===== src/verilog/amd_params.svh =====
// Function
// [RULE1] Source bit 0 selects automatic depth calibration
// [RULE2] Bits 6..1 hold target depth ratio
// [RULE3] Target equals amplitude divided by 1.xxxxxx
// [RULE4] Host programs 001110 for ten percent
// [RULE5] Driver has eight binary weighted segments
// [RULE6] Host starts oscillator and regulators first
// [RULE7] Calibration enables transmitter, measures unmodulated carrier
// [RULE8] Target level computed from amplitude and ratio
// [RULE9] Successive approximation tunes driver toward target
// [RULE10] Result copied to display, used for modulation
// [RULE11] Host keeps normal level after calibration
// [RULE12] Host runs antenna calibration before depth
// [RULE13] Source bit 1 uses written modulated level
// [RULE14] Host calibrates manually beyond thirty three percent
// [RULE15] Manual start: normal level, transmitter, measure
// [RULE16] Manual loop: modify, measure, compare, repeat
// [RULE17] Manual end: store modulated, restore normal
// [RULE18] Equal weight tuning switches share one source
// [RULE19] Tuning set by calibration or control register
// [RULE20] Approximation resolves segment bits MSB first
// [RULE21] Completion flag raised when display written
`ifndef AMD_PARAMS_SVH
`define AMD_PARAMS_SVH
`define AMD_OFS_DEPTH_CTRL 8'h00
`define AMD_OFS_NORMAL_LVL 8'h04
`define AMD_OFS_MOD_LVL 8'h08
`define AMD_OFS_DISPLAY 8'h0c
`define AMD_OFS_ADC_OUT 8'h10
`define AMD_OFS_TX_CTRL 8'h14
`define AMD_OFS_COMMAND 8'h18
`define AMD_OFS_STATUS 8'h1c
`define AMD_OFS_ANT_CTRL 8'h20
`define AMD_OFS_ANT_TARGET 8'h24
`define AMD_OFS_ANT_DISPLAY 8'h28
`define AMD_BIT_SOURCE 7
`define AMD_BIT_RATIO_HI 6
`define AMD_BIT_RATIO_LO 1
`define AMD_BIT_ANT_MANUAL 7
`define AMD_CMD_CAL_DEPTH 0
`define AMD_CMD_MEASURE 1
`define AMD_CMD_CAL_ANT 2
`define AMD_ST_BUSY 0
`define AMD_ST_DEPTH_DONE 1
`define AMD_ST_MEAS_DONE 2
`define AMD_ST_ANT_DONE 3
`define AMD_RST_BYTE 8'h00
`define AMD_ANT_TOL 8'h04
`define AMD_CLK_PERIOD_NS 25
`define AMD_SETTLE_NS 10000
`define AMD_SETTLE_CYC ((`AMD_SETTLE_NS + `AMD_CLK_PERIOD_NS - 1) / `AMD_CLK_PERIOD_NS)
`endif


===== src/verilog/amd_pkg.sv =====
package amd_pkg;

    typedef enum logic [2:0]
    {
        AMD_IDLE = 3'h0,
        AMD_SETTLE = 3'h1,
        AMD_START = 3'h3,
        AMD_WAIT = 3'h2,
        AMD_EVAL = 3'h6
    } amd_fsm_type;

    typedef enum logic [1:0]
    {
        AMD_JOB_UNMOD = 2'h0,
        AMD_JOB_SAR = 2'h1,
        AMD_JOB_MANUAL = 2'h3,
        AMD_JOB_ANT = 2'h2
    } amd_job_type;

    typedef struct packed
    {
        logic tx_enable;
        logic [7:0] seg_on_a;
        logic [7:0] seg_on_b;
    } amd_driver_type;

    typedef struct packed
    {
        logic start;
        logic phase_sel;
    } amd_adc_req_type;

endpackage


===== src/verilog/amd_depth_cal.sv =====
`timescale 1ns/10ps
`include "amd_params.svh"

module amd_depth_cal
    import amd_pkg::*;
(
    input wire logic pclk, // APB clock
    input wire logic presetn, // Asynchronous reset, active low
    input wire logic psel, // APB select
    input wire logic penable, // APB access phase
    input wire logic pwrite, // APB direction
    input wire logic [7:0] paddr, // APB byte address
    input wire logic [31:0] pwdata, // APB write data
    output logic [31:0] prdata, // APB read data
    output logic pready, // APB ready
    output logic pslverr, // APB error on unmapped address
    input wire logic tx_am_modulate, // Framing asks for modulated level
    input wire logic adc_done, // Converter conversion finished
    input wire logic [7:0] adc_data, // Converter result
    output amd_adc_req_type adc_req, // Converter start and mode
    output logic tx_enable, // Transmitter on
    output logic [7:0] antenna_driver_out_a, // Segment enables, driver a
    output logic [7:0] antenna_driver_out_b, // Segment enables, driver b
    output logic [3:0] tuning_switch_bank_a, // Tuning switches, bank a
    output logic [3:0] tuning_switch_bank_b // Tuning switches, bank b
);

    ////////////////////////////////////////////////////////////////////////

    typedef struct packed
    {
        logic [7:0] depth_ctrl;
        logic [7:0] normal_lvl;
        logic [7:0] mod_lvl;
        logic [7:0] display;
        logic [7:0] adc_out;
        logic [7:0] target;
        logic [7:0] trial;
        logic [7:0] ant_ctrl;
        logic [7:0] ant_target;
        logic [4:0] ant_display;
        logic tx_on;
        logic depth_done;
        logic meas_done;
        logic ant_done;
        amd_fsm_type fsm;
        amd_job_type job;
        logic [2:0] bit_idx;
        logic [8:0] settle_cnt;
        logic done_s1;
        logic done_s2;
        logic done_prev;
        logic [7:0] data_s1;
        logic [7:0] data_s2;
        logic [31:0] prdata;
        logic pslverr;
        logic adc_start;
        amd_driver_type drv;
    } amd_regs_type;

    amd_regs_type state_ff;
    amd_regs_type nxt_state;

    ////////////////////////////////////////////////////////////////////////

    always_comb
    begin
        logic done_edge;
        logic busy;
        logic hit;
        logic wr;
        logic [7:0] rd;
        logic [7:0] kept;
        logic [7:0] level;
        logic [7:0] diff;
        logic [13:0] quot;
        done_edge = 1'b0;
        busy = 1'b0;
        hit = 1'b0;
        wr = 1'b0;
        rd = 8'h00;
        kept = 8'h00;
        level = 8'h00;
        diff = 8'h00;
        quot = 14'h0000;
        nxt_state = state_ff;
        nxt_state.adc_start = 1'b0;

        // Converter handshake crosses from the analog side.
        nxt_state.done_s1 = adc_done;
        nxt_state.done_s2 = state_ff.done_s1;
        nxt_state.done_prev = state_ff.done_s2;
        nxt_state.data_s1 = adc_data;
        nxt_state.data_s2 = state_ff.data_s1;
        done_edge = state_ff.done_s2 & ~state_ff.done_prev;
        busy = (state_ff.fsm != AMD_IDLE);

        // Address decode and read data, latched in the setup cycle.
        case (paddr)
            `AMD_OFS_DEPTH_CTRL:
            begin
                hit = 1'b1;
                rd = state_ff.depth_ctrl;
            end
            `AMD_OFS_NORMAL_LVL:
            begin
                hit = 1'b1;
                rd = state_ff.normal_lvl;
            end
            `AMD_OFS_MOD_LVL:
            begin
                hit = 1'b1;
                rd = state_ff.mod_lvl;
            end
            `AMD_OFS_DISPLAY:
            begin
                hit = 1'b1;
                rd = state_ff.display;
            end
            `AMD_OFS_ADC_OUT:
            begin
                hit = 1'b1;
                rd = state_ff.adc_out;
            end
            `AMD_OFS_TX_CTRL:
            begin
                hit = 1'b1;
                rd = {7'h00, state_ff.tx_on};
            end
            `AMD_OFS_COMMAND: hit = 1'b1;
            `AMD_OFS_STATUS:
            begin
                hit = 1'b1;
                rd = {4'h0, state_ff.ant_done, state_ff.meas_done,
                    state_ff.depth_done, busy};
            end
            `AMD_OFS_ANT_CTRL:
            begin
                hit = 1'b1;
                rd = state_ff.ant_ctrl;
            end
            `AMD_OFS_ANT_TARGET:
            begin
                hit = 1'b1;
                rd = state_ff.ant_target;
            end
            `AMD_OFS_ANT_DISPLAY:
            begin
                hit = 1'b1;
                rd = {3'h0, state_ff.ant_display};
            end
            default: hit = 1'b0;
        endcase
        if (psel && !penable)
        begin
            nxt_state.prdata = {24'h000000, rd};
            nxt_state.pslverr = ~hit;
        end

        // Register writes take effect in the access cycle.
        wr = psel & penable & pwrite;
        if (wr)
        begin
            case (paddr)
                `AMD_OFS_DEPTH_CTRL: nxt_state.depth_ctrl = pwdata[7:0];
                `AMD_OFS_NORMAL_LVL: nxt_state.normal_lvl = pwdata[7:0];
                `AMD_OFS_MOD_LVL: nxt_state.mod_lvl = pwdata[7:0];
                `AMD_OFS_TX_CTRL: nxt_state.tx_on = pwdata[0];
                `AMD_OFS_ANT_CTRL: nxt_state.ant_ctrl = pwdata[7:0];
                `AMD_OFS_ANT_TARGET: nxt_state.ant_target = pwdata[7:0];
                `AMD_OFS_STATUS:
                begin
                    if (pwdata[`AMD_ST_DEPTH_DONE])
                    begin
                        nxt_state.depth_done = 1'b0;
                    end
                    if (pwdata[`AMD_ST_MEAS_DONE])
                    begin
                        nxt_state.meas_done = 1'b0;
                    end
                    if (pwdata[`AMD_ST_ANT_DONE])
                    begin
                        nxt_state.ant_done = 1'b0;
                    end
                end
                default: nxt_state.pslverr = state_ff.pslverr;
            endcase
        end

        // Sequencer. Commands arriving while busy are ignored.
        case (state_ff.fsm)
            AMD_IDLE:
            begin
                if (wr && paddr == `AMD_OFS_COMMAND)
                begin
                    if (pwdata[`AMD_CMD_CAL_DEPTH] && !state_ff.depth_ctrl[`AMD_BIT_SOURCE])
                    begin
                        nxt_state.job = AMD_JOB_UNMOD; // RULE1
                        nxt_state.trial = `AMD_RST_BYTE;
                        nxt_state.fsm = AMD_SETTLE; // RULE7
                        nxt_state.settle_cnt = 9'(`AMD_SETTLE_CYC);
                    end
                    else if (pwdata[`AMD_CMD_MEASURE])
                    begin
                        nxt_state.job = AMD_JOB_MANUAL; // RULE15
                        nxt_state.fsm = AMD_START;
                    end
                    else if (pwdata[`AMD_CMD_CAL_ANT])
                    begin
                        nxt_state.job = AMD_JOB_ANT; // RULE19
                        nxt_state.trial = 8'h08;
                        nxt_state.bit_idx = 3'h3;
                        nxt_state.fsm = AMD_SETTLE;
                        nxt_state.settle_cnt = 9'(`AMD_SETTLE_CYC);
                    end
                end
            end
            AMD_SETTLE:
            begin
                if (state_ff.settle_cnt <= 9'h001)
                begin
                    nxt_state.fsm = AMD_START;
                end
                else
                begin
                    nxt_state.settle_cnt = state_ff.settle_cnt - 9'h001;
                end
            end
            AMD_START:
            begin
                nxt_state.adc_start = 1'b1;
                nxt_state.fsm = AMD_WAIT;
            end
            AMD_WAIT:
            begin
                if (done_edge)
                begin
                    nxt_state.fsm = AMD_EVAL;
                end
            end
            AMD_EVAL:
            begin
                nxt_state.fsm = AMD_START;
                kept = state_ff.trial;
                case (state_ff.job)
                    AMD_JOB_UNMOD:
                    begin
                        nxt_state.adc_out = state_ff.data_s2; // RULE7
                        quot = {state_ff.data_s2, 6'h00} / {7'h00, 1'b1,
                            state_ff.depth_ctrl[`AMD_BIT_RATIO_HI:`AMD_BIT_RATIO_LO]};
                        nxt_state.target = quot[7:0]; // RULE2 RULE3 RULE8
                        nxt_state.job = AMD_JOB_SAR;
                        nxt_state.bit_idx = 3'h7; // RULE20
                        nxt_state.trial = 8'h80;
                    end
                    AMD_JOB_SAR:
                    begin
                        if (state_ff.data_s2 < state_ff.target) // RULE9
                        begin
                            kept[state_ff.bit_idx] = 1'b0;
                        end
                        if (state_ff.bit_idx == 3'h0)
                        begin
                            nxt_state.display = kept; // RULE10
                            nxt_state.depth_done = 1'b1; // RULE21
                            nxt_state.fsm = AMD_IDLE;
                        end
                        else
                        begin
                            kept[state_ff.bit_idx - 3'h1] = 1'b1; // RULE20
                            nxt_state.bit_idx = state_ff.bit_idx - 3'h1;
                        end
                        nxt_state.trial = kept;
                    end
                    AMD_JOB_MANUAL:
                    begin
                        nxt_state.adc_out = state_ff.data_s2; // RULE16
                        nxt_state.meas_done = 1'b1;
                        nxt_state.fsm = AMD_IDLE;
                    end
                    default:
                    begin
                        if (state_ff.data_s2 > state_ff.ant_target)
                        begin
                            kept[state_ff.bit_idx] = 1'b0;
                        end
                        if (state_ff.bit_idx == 3'h0)
                        begin
                            diff = (state_ff.data_s2 > state_ff.ant_target) ?
                                state_ff.data_s2 - state_ff.ant_target :
                                state_ff.ant_target - state_ff.data_s2;
                            nxt_state.ant_display = {(diff > `AMD_ANT_TOL), kept[3:0]};
                            nxt_state.ant_done = 1'b1;
                            nxt_state.fsm = AMD_IDLE;
                        end
                        else
                        begin
                            kept[state_ff.bit_idx - 3'h1] = 1'b1;
                            nxt_state.bit_idx = state_ff.bit_idx - 3'h1;
                        end
                        nxt_state.trial = kept;
                    end
                endcase
            end
            default:
            begin
                nxt_state.fsm = AMD_IDLE;
            end
        endcase

        // Segment disable code driven onto both antenna drivers.
        if (busy && (state_ff.job == AMD_JOB_UNMOD || state_ff.job == AMD_JOB_SAR))
        begin
            level = (state_ff.job == AMD_JOB_SAR) ? state_ff.trial : state_ff.normal_lvl;
        end
        else if (tx_am_modulate)
        begin
            level = state_ff.depth_ctrl[`AMD_BIT_SOURCE] ?
                state_ff.mod_lvl : state_ff.display; // RULE10 RULE13
        end
        else
        begin
            level = state_ff.normal_lvl; // RULE5
        end
        nxt_state.drv.seg_on_a = ~level; // RULE5
        nxt_state.drv.seg_on_b = ~level;
        nxt_state.drv.tx_enable = state_ff.tx_on |
            (busy && state_ff.job != AMD_JOB_MANUAL); // RULE7
    end

    ////////////////////////////////////////////////////////////////////////

    always_ff @(posedge pclk or negedge presetn)
    begin
        if (!presetn)
        begin
            state_ff <= '0;
            state_ff.fsm <= AMD_IDLE;
            state_ff.drv.seg_on_a <= 8'hff;
            state_ff.drv.seg_on_b <= 8'hff;
        end
        else
        begin
            state_ff <= nxt_state;
        end
    end

    ////////////////////////////////////////////////////////////////////////

    logic [3:0] trim_src;

    // Manual control overrides the last automatic result.
    assign trim_src = state_ff.ant_ctrl[`AMD_BIT_ANT_MANUAL] ? state_ff.ant_ctrl[3:0] :
        (state_ff.fsm != AMD_IDLE && state_ff.job == AMD_JOB_ANT) ?
        state_ff.trial[3:0] : state_ff.ant_display[3:0]; // RULE19
    assign tuning_switch_bank_a = trim_src; // RULE18
    assign tuning_switch_bank_b = trim_src; // RULE18

    assign prdata = state_ff.prdata;
    assign pready = 1'b1;
    assign pslverr = state_ff.pslverr & psel & penable;
    assign adc_req.start = state_ff.adc_start;
    assign adc_req.phase_sel = (state_ff.job == AMD_JOB_ANT);
    assign tx_enable = state_ff.drv.tx_enable;
    assign antenna_driver_out_a = state_ff.drv.seg_on_a;
    assign antenna_driver_out_b = state_ff.drv.seg_on_b;

endmodule


===== config.mk =====
export PLATFORM = sky130hd
export DESIGN_NAME = amd_depth_cal
export DESIGN_NICKNAME = d
export VERILOG_FILES = /design/src/verilog/amd_pkg.sv /design/src/verilog/amd_depth_cal.sv
export VERILOG_INCLUDE_DIRS = /design/src /design/src/verilog
export SDC_FILE = /design/constraint.sdc
export NUM_CORES = 1
export LEC_CHECK = 0
export BUFFER_PORTS_ARGS = -buffer_cell sky130_fd_sc_hd__buf_2
export CORE_AREA = 2 2 143 145
export CTS_CLUSTER_SIZE = 30
export DETAILED_ROUTE_END_ITERATION = 6
export DIE_AREA = 0 0 145 147
export PLACE_DENSITY = 0.78
export SLEW_MARGIN = 20
export SYNTH_ARGS = -nofsm -noshare
export SYNTH_HDL_FRONTEND = slang
export SYNTH_SLANG_ARGS = --single-unit

===== constraint.sdc =====
create_clock -name pclk -period 17.8 [get_ports pclk]
set_clock_uncertainty 0.05 [all_clocks]
set_input_delay 0.89 -clock pclk [delete_from_list [all_inputs] [get_ports pclk]]
set_output_delay 0.89 -clock pclk [all_outputs]
set_load 0.005 [all_outputs]

==> Word-level counts from Yosys, hierarchy flattened <==
Cells that the tools add are included.
{ "op_classes": {"n_bitwise": 14, "add_sub_neg": 4, "mux": 60, "n_eq_ne": 32, "reduce_logical": 37, "div_mod_pow": 1, "order_cmp": 8} }
{ "op_table": {"columns": ["operator", "n"], "rows": [
  ["$mux 8", 17],
  ["$pmux 8 s10", 1],
  ["$mux 17", 2],
  ["$eq 8x5->1 const B", 4],
  ["$eq 8x6->1 const B", 3],
  ["$pmux 8 s3", 1],
  ["$ne 2x2->1 const B", 11],
  ["$mux 3", 7],
  ["$mux 9", 2],
  ["$pmux 9 s2", 1],
  ["$eq 8x4->1 const B", 2],
  ["$not 8->8", 2],
  ["$or 8x8->8", 2],
  ["$pmux 8 s2", 1],
  ["$reduce_and 2->1", 8],
  ["$sub 8x8->8", 2],
  ["$pmux 3 s5", 1],
  ["$div 14x7->14", 1],
  ["$mux 1", 14],
  ["$mux 12", 1],
  ["$mux 4", 3],
  ["$reduce_or 11->1", 1],
  ["$mux 5", 2],
  ["$pmux 5 s2", 1],
  ["39 further kinds", 66]
]} }
{ "word_totals": {"inputBits": 55, "word_cells": 184, "ff_bits": 136} }

==> Depth between registers and ports, before layout <==
{ "depth": {"ltp_word": 13, "mapped_depth": 87, "ltp_nobuf": 84} }

==> Worst setup path after synthesis <==
OpenSTA, ideal clock, no wires.
{ "synth_path": {"kind": "register to register", "start": "reg state_ff[161] (netlist bit)", "end": "reg state_ff[120] (netlist bit)", "arrival_time_ns": 15.910, "slack_ns": 1.694, "setup_ns": 0.145, "stages_incl_launch_ff": 84, "synth_period_minus_slack_ns": 16.106, "required_time_ns": 17.605, "cell_sequence": "dfrtp_1 > buf_1 > clkinv_1 > ha_1 > o21a_1 > o21a_2 > o21ai_2 > buf_4 > mux2_2 > ha_1 > a211oi_2 > o21ba_2 > nand2_1 > a21o_1 > nand2_2 > nand2_1 > o21ai_0 > ha_1 > [48 not listed] > nand2b_1 > nand2_1 > nand3_1 > mux2_4 > nor2_1 > nand3_4 > mux2i_1 > o21ai_1 > ha_1 > a21o_1 > a21oi_1 > nor2b_1 > o21ai_0 > nand2b_1 > a21oi_1 > o22ai_1 > a221oi_1 > a41oi_1"} }
{ "synth_between": {"elab_chain_cells": 1} }
{ "synth_lines": {"columns": ["element", "line_no", "rtl"], "rows": [
  ["from (decl)", "amd_depth_cal.sv:61", "amd_regs_type state_ff;"],
  ["from (signal assigned)", "amd_depth_cal.sv:344", "state_ff <= nxt_state;"],
  ["$div 14x7->14", "amd_depth_cal.sv:249", "quot = {state_ff.data_s2, 6'h00} / {7'h00, 1'b1,"]
]} }
Every way passes these cells.
A chain may end at the register's enable or synchronous reset.

==> Worst setup path in the final report <==
{ "layout_path": {"start": "reg state_ff[162] (netlist bit)", "end": "reg state_ff[120] (netlist bit)"} }
The elaborated chain is that of the path after synthesis.

==> results.sh <==
export IMPL_detail_route_wirelength_um=27850
export IMPL_grt_antenna_before_repair=0
export IMPL_routed_wl_per_cell_um=18.49
export IMPL_synth_avg_cell_area_um2=9.213
export IMPL_yosysSeqAreaShare_pct=31.67
export IMPL_cp_end_kind="register"
export IMPL_post_synth_main_area_contributors="sky130_fd_sc_hd__dfrtp_1 (30%), sky130_fd_sc_hd__ha_1 (8.6%), sky130_fd_sc_hd__mux2_2 (7.3%)"
export IMPL_cp_start_kind="register"
export IMPL_finalCritPeriodShare_pct=93.12
export IMPL_synthDistinctLibCells=102
export IMPL_antenna_cells=0
export IMPL_grt_pass1_wl_um=45130
export IMPL_timing_hold_worst_class="register to register"
export IMPL_clock_tree_htree_level_count=4
export IMPL_power_ir_vdd_worst_v=0.0002084
export IMPL_finalWeightedCongestion=0.9431
export IMPL_hold_worst_slack_ps=296.9
export IMPL_floorplan_die_width_um=145
export IMPL_top_reg_cell_synth="sky130_fd_sc_hd__dfrtp_1"
export IMPL_max_clock_freq_ghz=0.06033
export IMPL_drt_pass1_iter_count=7
export IMPL_routed_vias=9254
export IMPL_first_global_vias=8898
export IMPL_slowest_stage="sky130_fd_sc_hd__dfrtp_1"
export IMPL_worstPathMaxFanout=14
export IMPL_maxSlewHeadroom_pct=39.48
export IMPL_synthDominantAreaCellType="sky130_fd_sc_hd__dfrtp_1"
export IMPL_clock_sinks=136
export IMPL_max_stage_delay_ps=500
export IMPL_die_y_um=147
export IMPL_areaGrowthSynthToFinish_pct=9.809
export IMPL_finish_utilization_pct=59.65
export IMPL_floorplan_core_area_mm2=0.01984
export IMPL_worst_path_most_repeated_cell="sky130_fd_sc_hd__ha_1"
export IMPL_pre_cts_slack_ps=557.0
export IMPL_finalWorstPathRequiredPeriod_ps=16580
export IMPL_routed_via_density=6.145
export IMPL_synthesis_yosys_warnings=0
export IMPL_grt_overflow_total=0
export IMPL_port_buffer_count=66
export IMPL_hold_path_depth=0
export IMPL_post_synth_arst_share_pct=100.0
export IMPL_most_common_layout_cells="sky130_fd_sc_hd__dfrtp_1 (128), sky130_fd_sc_hd__nand2_1 (107), sky130_fd_sc_hd__nor2_1 (81)"
export IMPL_worstPathRequired_ps=18010
export IMPL_slew_violations=0
export IMPL_die_area_mm2=0.02132
export IMPL_final_layout_size_suffix_gt1_share_pct=20.87
export IMPL_floorplan_initialDensity_pct=54.32
export IMPL_detail_route_drc_violations=0
export IMPL_drv_max_cap_violation_count=0
export IMPL_cts_tree="yes"
export IMPL_p_leak_nw=5.196
export IMPL_fraction_of_post_synthesis_cell_area_in_the_top_cell_type_by_area_pct=29.72
export IMPL_timing_setup_critical_path_class="register to register"
export IMPL_ff2ff_path_depth=80
export IMPL_final_setup_viol_count=0
export IMPL_clkTransAtPathRegs_ps=60
export IMPL_run_status="complete, no violations"
export IMPL_number_of_enable_type_register_cells_in_the_synthesized_netlist=0
export IMPL_hold_viol=0
export IMPL_worst_endpoint_arrival_ps=16790
export IMPL_placementRows=52
export IMPL_drt_antenna_violating_nets=0
export IMPL_worst_slew_pin_transition_ps=900.8
export IMPL_grt_total_usage_pct=26.10
export IMPL_ctsRootBufferMaster="sky130_fd_sc_hd__clkbuf_16"
export IMPL_insertion_delay_ps=420
export IMPL_place_hpwl_um=20620
export IMPL_post_route_setup_tns_ps=0
export IMPL_syn_cell_area_mm2=0.01078
export IMPL_postSynthCellCount=1170
export IMPL_design_portCount=116
export IMPL_cts_buffers=17
export IMPL_detailed_route_iter0_violations=848
export IMPL_power_density_cell_area_mw_per_mm2=148.3
export IMPL_worst_case_setup_margin_in_the_final_layout_ps=1224
export IMPL_max_clock_path_buffers=2
export IMPL_synth_seq_cells=136
export IMPL_grt_max_degree=72
export IMPL_most_common_cell_after_layout_fill_and_taps_aside="sky130_fd_sc_hd__dfrtp_1"
export IMPL_fin_nets=1355
[path summary, 6_finish.rpt]
kind / from / endpoint / slack (ps)
worst max register to register: state_ff[162] / state_ff[120] / 1220
worst min-delay path: nxt_state[53] / state_ff[53] / 300
worst max-delay path: state_ff[162] / state_ff[120] / 1220
max in group asynchronous: presetn / state_ff[127] / 16010
worst min register to register: nxt_state[53] / state_ff[53] / 300
min in group asynchronous: presetn / state_ff[74] / 390
[metrics by stage]
step	power, mW	cells	cell area (um2)
after floorplan	1.187	1193	10870
after global placement	1.357	1460	11120
after detailed placement	1.376	1460	11120
after CTS	1.718	1492	11700
after global routing	1.892	1506	11840
final	1.755	1506	11840
[critical path: cells and delay by family, from the launching register on]
| kind | cells | cell delay [ps] |
|---|---|---|
| buffers and inverters | 2 | 320 |
| AO/OA/AOI/OAI | 43 | 8050 |
| adder cells (fa/ha/maj) | 9 | 2760 |
| flip-flops | 1 | 500 |
| multiplexers | 7 | 1750 |
| AND/OR/NAND/NOR | 19 | 2910 |
[state kept, by name (all words and copies together), names as in the netlist]
signal	count
adc_req	1
antenna_driver_out_b	8
nxt_state	10
prdata	8
state_ff	108
tx_enable	1
[cell families (layout without fill, tap and decap cells)]
kind of cell               count (synthesis)  count (layout)  share of synthesized area, %
and+or+nand+nor                          351             351                         16.10
muxes                                    104             104                         10.92
buffers and inverters                    130             173                         6.465
other                                      2              25                       0.06967
AOI/OAI and AO/OA                        336             336                         22.87
xor gates and xnor gates                  34              34                         2.763
adders and majority gates                 77              77                         9.147
DFF                                      136             136                         31.67
[report_power, final]
group          total, mW  leakage (nW)  switching (mW)  internal [mW]
registers          0.320          1.75         0.00509          0.315
clock network      0.339         0.276           0.139          0.200
logic               1.10          3.17           0.648          0.449
total               1.76          5.20           0.791          0.964
[metal layers]
metal / vias up / part of all wire [%] / track usage [%]
met2: 352 / 50 / 45.17
li1: 4360 / - / -
met1: 4472 / 41 / 32.69
met4: 0 / 3.6 / 11.09
met3: 70 / 5.8 / 3.975
met5: - / 0 / 0
[synth_stat cells (all sizes together) (15+ instances only)]
| library cell | count |
|---|---|
| xnor2 | 23 |
| o221ai | 15 |
| ha | 74 |
| nor3 | 24 |
| o21a | 23 |
| buf | 61 |
| o21ai | 79 |
| clkbuf | 22 |
| dfrtp | 128 |
| inv | 46 |
| nand3 | 33 |
| nand2b | 21 |
| a22oi | 20 |
| nor2b | 15 |
| nand2 | 110 |
| o31ai | 18 |
| mux2i | 27 |
| mux2 | 77 |
| a21o | 28 |
| a21oi | 50 |
| nor2 | 84 |
[what timing repair did]
item	4_1_cts	5_1_grt
hold buffers	0	0
resized for setup	0	6
buffers inserted	0	14
setup endpoints to repair	0	1
[layout make-up]
class / count / area (um2)
clock buffer: 19 / 452.9
clock inverter: 13 / 120.1
fill: 1680 / 8008
inverter: 47 / 180.2
multi-input combinational: 927 / 6785
sequential: 136 / 3413
tap: 270 / 337.8
timing repair buffer: 94 / 546.8
Note: power is estimated with default switching activity, not from simulation.
